`config.mk`:
```
export PLATFORM = sky130hd
export DESIGN_NAME = fpio_port_block
export DESIGN_NICKNAME = d
export VERILOG_FILES = /design/src/fpio_pkg.sv /design/src/fpio_port_block.sv
export VERILOG_INCLUDE_DIRS = /design/src
export SDC_FILE = /design/constraint.sdc
export NUM_CORES = 1
export LEC_CHECK = 0
export ABC_CLOCK_PERIOD_IN_PS = 4850
export BUFFER_PORTS_ARGS = -buffer_cell sky130_fd_sc_hd__clkbuf_2
export CORE_MARGIN = 8
export CORE_UTILIZATION = 39
export CTS_BUF_LIST = sky130_fd_sc_hd__clkbuf_8
export DETAILED_ROUTE_END_ITERATION = 8
export PLACE_DENSITY = 0.69
export REMOVE_ABC_BUFFERS = 1
export SYNTH_ARGS = -nofsm -noshare
export SYNTH_HDL_FRONTEND = slang
export SYNTH_SLANG_ARGS = --single-unit
```
`constraint.sdc`:
```
create_clock -name clk -period 4.85 [get_ports clk]
set_input_delay 0.485 -clock clk [delete_from_list [all_inputs] [get_ports clk]]
set_output_delay 0.485 -clock clk [all_outputs]
set_load 0.02 [all_outputs]
```
`src/fpio_params.svh`:
```
`ifndef FPIO_PARAMS_SVH
`define FPIO_PARAMS_SVH

// Register byte offsets
`define FPIO_OFS_PORT_A_DATA      8'h00
`define FPIO_OFS_PORT_B_DATA      8'h04
`define FPIO_OFS_PORT_B_DIRECTION 8'h08
`define FPIO_OFS_PORT_C_CONTROL   8'h0c
`define FPIO_OFS_PORT_C_DATA      8'h10
`define FPIO_OFS_PORT_C_DIRECTION 8'h14
`define FPIO_OFS_PORT_D_DATA      8'h18
`define FPIO_OFS_PORT_D_DIRECTION 8'h1c
`define FPIO_OFS_PULSE_ACC_CTRL   8'h20
`define FPIO_OFS_MODE_STATUS      8'h24

// Field positions
`define FPIO_BIT_WIRED_OR         5
`define FPIO_BIT_PA7_DIRECTION    7
`define FPIO_BIT_PA3_DIRECTION    3
`define FPIO_BIT_ADDR_STROBE      6
`define FPIO_BIT_READ_WRITE       7

// Port A fixed pin roles
`define FPIO_PA_FIXED_OUT         8'h70
`define FPIO_PA_UNBONDED_40       8'h50

// Reset values
`define FPIO_RST_BYTE             8'h00
`define FPIO_RST_WORD             32'h0000_0000

`endif

```
`src/fpio_pkg.sv`:
```
package fpio_pkg;

    // Operating mode selected by the straps at reset
    typedef enum logic [1:0] {
        FPIO_SINGLE_CHIP,
        FPIO_EXPANDED,
        FPIO_BOOTSTRAP,
        FPIO_TEST
    } fpio_mode_type;

    // Level and output enable of one 8-bit port
    typedef struct packed {
        logic [7:0] level;
        logic [7:0] enable;
    } fpio_pin_out_type;

    // Expansion bus request from the core
    typedef struct packed {
        logic [15:0] addr;
        logic [7:0]  wdata;
        logic        readNotWrite;
        logic        addressStrobe;
    } fpio_ext_bus_type;

    // Alternate function drive from timer or serial blocks
    typedef struct packed {
        logic [7:0] select;
        logic [7:0] level;
        logic [7:0] enable;
    } fpio_alt_type;

endpackage : fpio_pkg

```
`src/fpio_port_block.sv`:
```
// Behaviour
// - Four independent 8-bit ports A to D, function set by reset mode.
// - Single-chip and bootstrap modes: every port is general-purpose parallel I/O.
// - Expanded/test: B high address, C address/data, D6 strobe, D7 read/write.
// - Port A read gives pin for inputs, driver input level for outputs.
// - Port A write loads latch; drives outputs only, not compare-owned pins.
// - After reset A7 and A3..A0 are inputs; A6..A4 outputs driving low.
// - Enabled compare on A7 or A3 forces output, direction bit ignored, unchanged.
// - With compares disabled, A7/A3 direction follows pulse accumulator control bits.
// - Small package: A6 and A4 have no pins; their internal latch and level are kept.
// - Port B read pin/driver level; latch drives only in general-purpose modes.
// - Port B resets to inputs in general modes, address high outputs otherwise.
// - Port B direction bit one means output, zero means input only.
// - Port C gives address low in address cycle, then data by read/write.
// - Port C wired-or select one makes outputs open drain, zero drives normally.
// - Port C latch drives only in general-purpose modes; read pin/driver level.
// - Port C resets to inputs in general modes, address/data lines otherwise.
// - Port C direction bit one means output, zero means input only.
// - Port D latch drives general-purpose outputs only; read pin/driver level.
// - Port D shared with serial blocks; D6/D7 become bus control in expanded.
//
// Chosen here: register access over APB.
`timescale 1ns/1ps
`include "fpio_params.svh"

module fpio_port_block (
    input  wire logic                      clk,
    input  wire logic                      rst_n,
    // APB slave
    input  wire logic                      psel,
    input  wire logic                      penable,
    input  wire logic                      pwrite,
    input  wire logic [7:0]                paddr,
    input  wire logic [31:0]               pwdata,
    output      logic [31:0]               prdata,
    output      logic                      pready,
    output      logic                      pslverr,
    // Mode straps and package option
    input  wire logic                      modeA,
    input  wire logic                      modeB,
    input  wire logic                      package40Pin,
    // Core expansion bus
    input  wire fpio_pkg::fpio_ext_bus_type extBus,
    output      logic [7:0]                extRdata,
    // Timer compares on port A, serial functions on port D
    input  wire fpio_pkg::fpio_alt_type    timerAlt,
    input  wire fpio_pkg::fpio_alt_type    serialAlt,
    // Pins
    input  wire logic [7:0]                portAIn,
    input  wire logic [7:0]                portBIn,
    input  wire logic [7:0]                portCIn,
    input  wire logic [7:0]                portDIn,
    output      fpio_pkg::fpio_pin_out_type portAOut,
    output      fpio_pkg::fpio_pin_out_type portBOut,
    output      fpio_pkg::fpio_pin_out_type portCOut,
    output      fpio_pkg::fpio_pin_out_type portDOut,
    output      fpio_pkg::fpio_mode_type   mode
);

    // Register state
    logic [7:0]               portALatch;
    logic [7:0]               portBLatch;
    logic [7:0]               portBDirection;
    logic [7:0]               portCControl;
    logic [7:0]               portCLatch;
    logic [7:0]               portCDirection;
    logic [7:0]               portDLatch;
    logic [7:0]               portDDirection;
    logic [7:0]               pulseAccumulatorControl;
    logic                     modeCaught;

    // Driver side values before the output flops
    fpio_pkg::fpio_pin_out_type next_portAOut;
    fpio_pkg::fpio_pin_out_type next_portBOut;
    fpio_pkg::fpio_pin_out_type next_portCOut;
    fpio_pkg::fpio_pin_out_type next_portDOut;
    logic [7:0]               portADriveEnable;
    logic [7:0]               portCDriveLevel;
    logic [7:0]               portCDriveEnable;
    logic                     busMode;
    logic                     wireOrSelect;

    // Bus decode
    logic                     accessDone;
    logic                     writeStrobe;
    logic [31:0]              next_prdata;
    logic                     next_pslverr;

    // Read mix: pin for inputs, driver input level for outputs
    function automatic logic [7:0] fpio_read_mix(input logic [7:0] driveEnable,
                                                 input logic [7:0] driveLevel,
                                                 input logic [7:0] pinLevel);
        fpio_read_mix = (driveEnable & driveLevel) | (~driveEnable & pinLevel);
    endfunction : fpio_read_mix

    // Mode decode from the two straps
    function automatic fpio_pkg::fpio_mode_type fpio_decode_mode(input logic strapB,
                                                                 input logic strapA);
        case ({strapB, strapA})
            2'b10:   fpio_decode_mode = fpio_pkg::FPIO_SINGLE_CHIP;
            2'b11:   fpio_decode_mode = fpio_pkg::FPIO_EXPANDED;
            2'b00:   fpio_decode_mode = fpio_pkg::FPIO_BOOTSTRAP;
            default: fpio_decode_mode = fpio_pkg::FPIO_TEST;
        endcase
    endfunction : fpio_decode_mode

    assign busMode      = (mode == fpio_pkg::FPIO_EXPANDED) || (mode == fpio_pkg::FPIO_TEST);
    assign wireOrSelect = portCControl[`FPIO_BIT_WIRED_OR];
    assign accessDone   = psel && penable && pready;
    assign writeStrobe  = accessDone && pwrite;

    // Straps caught at the first edge after reset release
    always_ff @(posedge clk or negedge rst_n) begin
        if (!rst_n) begin
            mode       <= fpio_pkg::FPIO_SINGLE_CHIP;
            modeCaught <= 1'b0;
        end else if (!modeCaught) begin
            mode       <= fpio_decode_mode(modeB, modeA);
            modeCaught <= 1'b1;
        end
    end

    // Data latches, written over APB in every mode
    always_ff @(posedge clk or negedge rst_n) begin
        if (!rst_n) begin
            portALatch <= `FPIO_RST_BYTE;
            portBLatch <= `FPIO_RST_BYTE;
            portCLatch <= `FPIO_RST_BYTE;
            portDLatch <= `FPIO_RST_BYTE;
        end else if (writeStrobe) begin
            case (paddr)
                `FPIO_OFS_PORT_A_DATA: portALatch <= pwdata[7:0];
                `FPIO_OFS_PORT_B_DATA: portBLatch <= pwdata[7:0];
                `FPIO_OFS_PORT_C_DATA: portCLatch <= pwdata[7:0];
                `FPIO_OFS_PORT_D_DATA: portDLatch <= pwdata[7:0];
                default: begin
                end
            endcase
        end
    end

    // Direction and control registers
    always_ff @(posedge clk or negedge rst_n) begin
        if (!rst_n) begin
            portBDirection          <= `FPIO_RST_BYTE;
            portCDirection          <= `FPIO_RST_BYTE;
            portDDirection          <= `FPIO_RST_BYTE;
            portCControl            <= `FPIO_RST_BYTE;
            pulseAccumulatorControl <= `FPIO_RST_BYTE;
        end else if (writeStrobe) begin
            case (paddr)
                `FPIO_OFS_PORT_B_DIRECTION: portBDirection          <= pwdata[7:0];
                `FPIO_OFS_PORT_C_DIRECTION: portCDirection          <= pwdata[7:0];
                `FPIO_OFS_PORT_D_DIRECTION: portDDirection          <= pwdata[7:0];
                `FPIO_OFS_PORT_C_CONTROL:   portCControl            <= pwdata[7:0];
                `FPIO_OFS_PULSE_ACC_CTRL:   pulseAccumulatorControl <= pwdata[7:0];
                default: begin
                end
            endcase
        end
    end

    // Port A: fixed outputs 6..4, inputs 2..0, bits 7 and 3 two-way
    always_comb begin
        portADriveEnable    = `FPIO_PA_FIXED_OUT;
        portADriveEnable[7] = timerAlt.select[7] |
                              pulseAccumulatorControl[`FPIO_BIT_PA7_DIRECTION];
        portADriveEnable[3] = timerAlt.select[3] |
                              pulseAccumulatorControl[`FPIO_BIT_PA3_DIRECTION];
        // Compare-owned bits ignore the latch
        next_portAOut.level  = (timerAlt.select & timerAlt.level) |
                               (~timerAlt.select & portALatch);
        next_portAOut.enable = portADriveEnable;
        // Unbonded bits keep their internal state but drive no pin
        if (package40Pin) begin
            next_portAOut.enable = portADriveEnable & ~`FPIO_PA_UNBONDED_40;
        end
    end

    // Port B: high address in bus modes, else latch by direction
    always_comb begin
        if (busMode) begin
            next_portBOut.level  = extBus.addr[15:8];
            next_portBOut.enable = 8'hff;
        end else begin
            next_portBOut.level  = portBLatch;
            next_portBOut.enable = portBDirection;
        end
    end

    // Port C: multiplexed address/data in bus modes, else latch by direction
    always_comb begin
        if (busMode && extBus.addressStrobe) begin
            portCDriveLevel  = extBus.addr[7:0];
            portCDriveEnable = 8'hff;
        end else if (busMode) begin
            portCDriveLevel  = extBus.wdata;
            portCDriveEnable = {8{~extBus.readNotWrite}};
        end else begin
            portCDriveLevel  = portCLatch;
            portCDriveEnable = portCDirection;
        end
        // Open drain drives only the low level
        if (wireOrSelect) begin
            next_portCOut.level  = 8'h00;
            next_portCOut.enable = portCDriveEnable & ~portCDriveLevel;
        end else begin
            next_portCOut.level  = portCDriveLevel;
            next_portCOut.enable = portCDriveEnable;
        end
    end

    // Port D: serial functions take their bits, bus control on 6 and 7
    always_comb begin
        next_portDOut.level  = (serialAlt.select & serialAlt.level) |
                               (~serialAlt.select & portDLatch);
        next_portDOut.enable = (serialAlt.select & serialAlt.enable) |
                               (~serialAlt.select & portDDirection);
        if (busMode) begin
            next_portDOut.level[`FPIO_BIT_ADDR_STROBE]  = extBus.addressStrobe;
            next_portDOut.level[`FPIO_BIT_READ_WRITE]   = extBus.readNotWrite;
            next_portDOut.enable[`FPIO_BIT_ADDR_STROBE] = 1'b1;
            next_portDOut.enable[`FPIO_BIT_READ_WRITE]  = 1'b1;
        end
    end

    // Pin output flops, all four ports
    always_ff @(posedge clk or negedge rst_n) begin
        if (!rst_n) begin
            portAOut.level  <= `FPIO_RST_BYTE;
            portAOut.enable <= `FPIO_PA_FIXED_OUT;
            portBOut        <= '0;
            portCOut        <= '0;
            portDOut        <= '0;
        end else begin
            portAOut <= next_portAOut;
            portBOut <= next_portBOut;
            portCOut <= next_portCOut;
            portDOut <= next_portDOut;
        end
    end

    // Read data from the external data bus during data cycles
    always_ff @(posedge clk or negedge rst_n) begin
        if (!rst_n) begin
            extRdata <= `FPIO_RST_BYTE;
        end else if (busMode && !extBus.addressStrobe && extBus.readNotWrite) begin
            extRdata <= portCIn;
        end
    end

    // Register read mux
    always_comb begin
        next_prdata  = `FPIO_RST_WORD;
        next_pslverr = 1'b0;
        case (paddr)
            `FPIO_OFS_PORT_A_DATA:
                next_prdata[7:0] = fpio_read_mix(portAOut.enable | `FPIO_PA_FIXED_OUT,
                                                 portAOut.level, portAIn);
            `FPIO_OFS_PORT_B_DATA:
                next_prdata[7:0] = fpio_read_mix(portBOut.enable, portBOut.level, portBIn);
            `FPIO_OFS_PORT_B_DIRECTION:
                next_prdata[7:0] = portBDirection;
            `FPIO_OFS_PORT_C_CONTROL:
                next_prdata[7:0] = portCControl;
            `FPIO_OFS_PORT_C_DATA:
                next_prdata[7:0] = fpio_read_mix(portCDriveEnable, portCDriveLevel, portCIn);
            `FPIO_OFS_PORT_C_DIRECTION:
                next_prdata[7:0] = portCDirection;
            `FPIO_OFS_PORT_D_DATA:
                next_prdata[7:0] = fpio_read_mix(portDOut.enable, portDOut.level, portDIn);
            `FPIO_OFS_PORT_D_DIRECTION:
                next_prdata[7:0] = portDDirection;
            `FPIO_OFS_PULSE_ACC_CTRL:
                next_prdata[7:0] = pulseAccumulatorControl;
            `FPIO_OFS_MODE_STATUS:
                next_prdata[1:0] = mode;
            default:
                next_pslverr = 1'b1;
        endcase
    end

    // APB answer: one wait state, ready and data from flops
    always_ff @(posedge clk or negedge rst_n) begin
        if (!rst_n) begin
            pready  <= 1'b0;
            prdata  <= `FPIO_RST_WORD;
            pslverr <= 1'b0;
        end else if (psel && penable && !pready) begin
            pready  <= 1'b1;
            prdata  <= pwrite ? `FPIO_RST_WORD : next_prdata;
            pslverr <= next_pslverr;
        end else begin
            pready  <= 1'b0;
            prdata  <= `FPIO_RST_WORD;
            pslverr <= 1'b0;
        end
    end

endmodule : fpio_port_block

```
==> Word-level counts from Yosys, hierarchy flattened <==
Cells that the tools add are included.
{ "totals": {"ff_bits": 181, "input_bits": 154, "output_inout_bits": 108} }
{ "classes": {"eq_ne": 13, "muxes": 17, "n_bitwise": 32, "reduce_logical": 22} }
{ "ops": {"columns": ["operator", "count"], "rows": [
  ["$and 8x8->8", 15],
  ["$not 8->8", 7],
  ["$or 8x8->8", 7],
  ["$pmux 6 s9", 1],
  ["$mux 8", 6],
  ["$eq 8x5->1 const B", 4],
  ["$mux 16", 2],
  ["$pmux 2 s10", 1],
  ["$reduce_and 2->1", 9],
  ["$eq 8x4->1 const B", 2],
  ["$eq 8x6->1 const B", 2],
  ["$reduce_or 10->1", 1],
  ["$eq 8x3->1 const B", 1],
  ["$logic_not 8->1", 1],
  ["$logic_and 1x1->1", 7],
  ["$mux 7", 1],
  ["$eq 2x2->1 const B", 3],
  ["$pmux 2 s3", 1],
  ["$mux 2", 2],
  ["$mux 1", 3],
  ["$eq 2x1->1 const B", 1],
  ["$logic_not 1->1", 2],
  ["$logic_not 2->1", 1],
  ["$or 1x1->1", 2],
  ["2 further kinds", 2]
]} }

==> Longest topological paths before layout <==
{ "depth": {"word_depth": 10, "depth_mapped": 7} }

==> Worst setup path before layout <==
No wires, ideal clock.
{ "synth_timing": {"path_type": "input to register", "from": "input port paddr[1]", "to": "register portBLatch[0]", "setup_ps": 125, "arrival_ps": 2019, "required_ps": 4725, "path_slack_ps": 2706, "cell_stages": 6, "n_path_buf": 1, "path_cell_list": "or4_1 -> buf_2 -> nor2_4 -> nand2_2 -> nor3_4 -> mux2_2"} }
{ "synth_via": {"elab_chain_len": 2} }
{ "synth_rtl": {"columns": ["item", "line", "source"], "rows": [
  ["start: declaration", "fpio_port_block.sv:33", "input wire logic [7:0] paddr,"],
  ["$eq 8x3->1", "fpio_port_block.sv:131", "case (paddr)"],
  ["$reduce_and 2->1 (no source line)", null, null],
  ["end signal: assignment", "fpio_port_block.sv:127", "portBLatch <= `FPIO_RST_BYTE;"],
  ["end signal: assignment", "fpio_port_block.sv:133", "`FPIO_OFS_PORT_B_DATA: portBLatch <= pwdata[7:0];"],
  ["end: declaration", "fpio_port_block.sv:62", "logic [7:0] portBLatch;"]
]} }
No other way between the ends.
A chain may end at the register's enable or synchronous reset.

==> Worst setup path in the final report <==
{ "layout_timing": {"from": "input port paddr[1]", "to": "register portBLatch[3]"} }
The elaborated chain is that of the path after synthesis.

==> metrics.md <==
| Metric | Value |
|---|---|
| Status | finished, final reports clean |
| Gr usage total | 17.73% |
| Routability cong. | 0.8448 |
| Fin. Hold Viols | 0 |
| Layout cells sized above 1 | 48.20% |
| Mean area per synthesized cell | 12.31 um2 |
| Die span in y | 150.4 um |
| CP Cell Sequence | clkbuf_2 -> or4_1 -> nor2_4 -> nand2_2 -> nor3_4 -> mux2_2 |
| Post-DR vias/cell | 5.096 |
| Fin crit period | 2311 ps |
| Port bufs | 198 |
| Max clock buf depth | 2 |
| Syn. warnings | 0 |
| Worst skew pair latency | 460 ps |
| Sum Neg Setup Slack | 0 ps |
| DP Wirelength | 14440 um |
| Final antenna-violating net count | 0 |
| HP Class | input pin to flop |
| Fin area | 0.008603 mm2 |
| Unrepaired setup endpoints after global routing | no |
| Cell taking the most area after synthesis | dfrtp_1 |
| # H-tree levels | 4 |
| Drt drc | 0 |
| Setup bufs post-CTS | 0 |
| Largest net degree at the start of global routing | 111 |
| Gr ovfl total | 0 |
| Drt pass-1 iters | 5 |
| Wire length per cell | 19.69 um |
| # fillers | 1673 |
| Area delta synth->final | 22.15% |
| CTS buffer count | 17 |
| Hold Buf Count CTS | 0 |
| Share of the synthesized area in the top cell type | 53.65% |
| Crit. End Element | flop |
| CP max FO | 9 |
| CTS Root Buffer Type | clkbuf_8 |
| Placed cell areas | 0.008138 mm2 |
| Rows | 49 |
| Critical Path AT | 2650 ps |
| Ratio of final minimum period to clock period | 47.64% |
| Post-layout util | 48.22% |
| PD cells | 337.6 mW/mm2 |
| Ant. Diodes | 0 |
| DIE AREA | 0.02262 mm2 |
| CTS tree | built |
| Max IR drop VDD | 180.9 uV |
| Fmax achieved | 432.8 MHz |
| Slew @ Worst Pin | 1013 ps |
| Sink Count | 152 |
| Max Cap Viol | 0 |
| I/O pins | 262 |
| Final Total Pwr | 2.904 mW |
| CP Buf/Inv Count | 1 |
| EDFF count, synth | 0 |
| Synth unique cells | 51 |
| Mapped Area | 0.007043 mm2 |
| Setup CP Type | input pin to flop |
| First-pass GRT wire length | 29990 um |
| CTS resizes | 0 |
| Slew headroom | 32.44% |
| Core outline area | 0.01784 mm2 |
| Total wire length | 19780 um |
| Synth Flop Type | dfrtp_1 |
| FF+latch count, synth | 152 |
| Static Leak | 4.369 nW |
| Ranking of synthesized cells by area | dfrtp_1, mux2_2, mux2i_1, buf_4, o21ai_0 |
| Final-report setup violation count | 0 |
| Dpl ws | 2102 ps |
| Via count | 5121 |
| Initial core utilization | 39.48% |
| Max incr delay on CP | 700 ps |
| Register area share after synthesis | 54.02% |
| Antenna violations before repair | 0 |
| Reg clk slew, reported paths | 80 ps |
| Slowest CP cell | or4_1 |
| Clk_skew | 17.06 ps |
| # nets final | 918 |
| Startpoint Class | input pin |
| Number of global-route vias before repair | 5294 |
| Ys async rst share | 100.0% |
| Top delay family on crit path | simple AND/OR/NAND/NOR gates |
| Cells after synthesis | 572 |
| Worst path required time | 5190 ps |
| Fin worst setup slack | 2539 ps |
| Die X | 150.4 um |
| Fin. max-slew vios | 0 |
| Initial drt markers | 336 |
## cell usage after synthesis, types with 2 or more instances
library cell	count
nor3b_1	2
nor2_1	21
nor3_4	2
nor2_2	2
nand3_1	7
a32oi_1	2
o21bai_1	2
or3_1	3
and3_2	2
buf_4	29
o21ai_0	29
a211o_1	2
nor3_1	2
and3_1	2
or2_2	11
inv_1	5
o31ai_1	3
dfrtp_1	151
nand3b_1	2
conb_1	2
mux2_2	120
buf_1	3
o211ai_1	2
nand2b_1	3
a21oi_1	26
nor4_1	3
buf_2	7
a221o_1	2
nor2b_1	12
mux2i_1	29
a22o_1	9
a22oi_1	9
a31oi_1	6
clkbuf_1	17
nand2_1	25
a211oi_1	3
## per-stage QoR
| step | cells | hold slack, ps |
|---|---|---|
| after floorplan | 543 | 189.4 |
| after global placement | 974 | 464.0 |
| after detailed placement | 974 | 475.0 |
| after CTS | 1005 | 105.4 |
| after global routing | 1005 | 110.6 |
| final | 1005 | 135.9 |
## kinds of logic (layout without fill, tap and decap cells)
logic type | count (synthesis) | count (layout) | share of synthesized area (%)
buffers and inverters | 61 | 238 | 4.921
multiplexers | 149 | 149 | 23.31
AND/OR/NAND/NOR | 108 | 108 | 8.669
other | 2 | 29 | 0.1066
AO/OA/AOI/OAI | 100 | 100 | 8.971
flip-flops | 152 | 152 | 54.02
## cell usage in the layout, fill, tap and decap left out, types with 9 or more instances in the layout
cell	n
a21oi_1	26
a22o_1	9
a22oi_1	9
clkbuf_2	197
clkbuf_8	21
conb_1	29
dfrtp_1	150
mux2_2	120
mux2i_1	29
nand2_1	25
nor2_1	21
nor2b_1	12
o21ai_0	29
or2_2	11
## final timing paths
| kind | start | endpoint | slack, ps | depth (start not counted) |
|---|---|---|---|---|
| hold reg to reg | modeCaught | mode[1] | 470 | 1 |
| hold / removal | package40Pin | portAOut[6] | 140 | 2 |
| setup reg to reg | pready | portDLatch[4] | 2690 | 5 |
| max in group asynchronous | rst_n | portBOut[10] | 3530 | 2 |
| setup / recovery | paddr[1] | portBLatch[3] | 2540 | 6 |
| min in group asynchronous | rst_n | portCOut[14] | 150 | 1 |
## per-layer routing
layer / routed length, um / GRT usage [%]
met2: 9704 / 28.54
met1: 8285 / 22.68
met5: 0 / 0
met4: 158 / 4.698
met3: 1636 / 5.561
## state kept, by name, summed over array words and instances, names as in the netlist
signal and count:
extRdata 8, mode 2, modeCaught 1, portALatch 8, portAOut 11, portBDirection 8
portBLatch 8, portBOut 16, portCControl 8, portCDirection 8, portCLatch 8, portCOut 16
portDDirection 8, portDLatch 8, portDOut 16, prdata 8, pready 1, pslverr 1
pulseAccumulatorControl 8
## layout make-up
cell class              count  area [um2]  share of cell area (%)
well taps                 229       286.5                   3.330
inverters                   5       18.77                  0.2182
clock inverters            10       176.4                   2.051
clock buffers              21       289.0                   3.360
multi-input cells         386        2999                   34.86
repair buffers            202        1027                   11.94
flip-flops and latches    152        3806                   44.24
## power by group
group / leakage (nW) / internal, mW / total, mW / switching (mW)
Clock: 0.238 / 0.660 / 1.13 / 0.469
Sequential: 2.00 / 1.33 / 1.36 / 0.0312
Combinational: 2.13 / 0.155 / 0.416 / 0.261
Total: 4.37 / 2.14 / 2.90 / 0.762
## worst register-to-register path, cell delays in order (launching register included)
cell and delay (ps):
dfrtp_1 370, nand2_1 110, nor2_1 400, nand2_1 170, nor2_2 590, mux2_2 410
No activity file was read; power rests on OpenSTA's default activity.
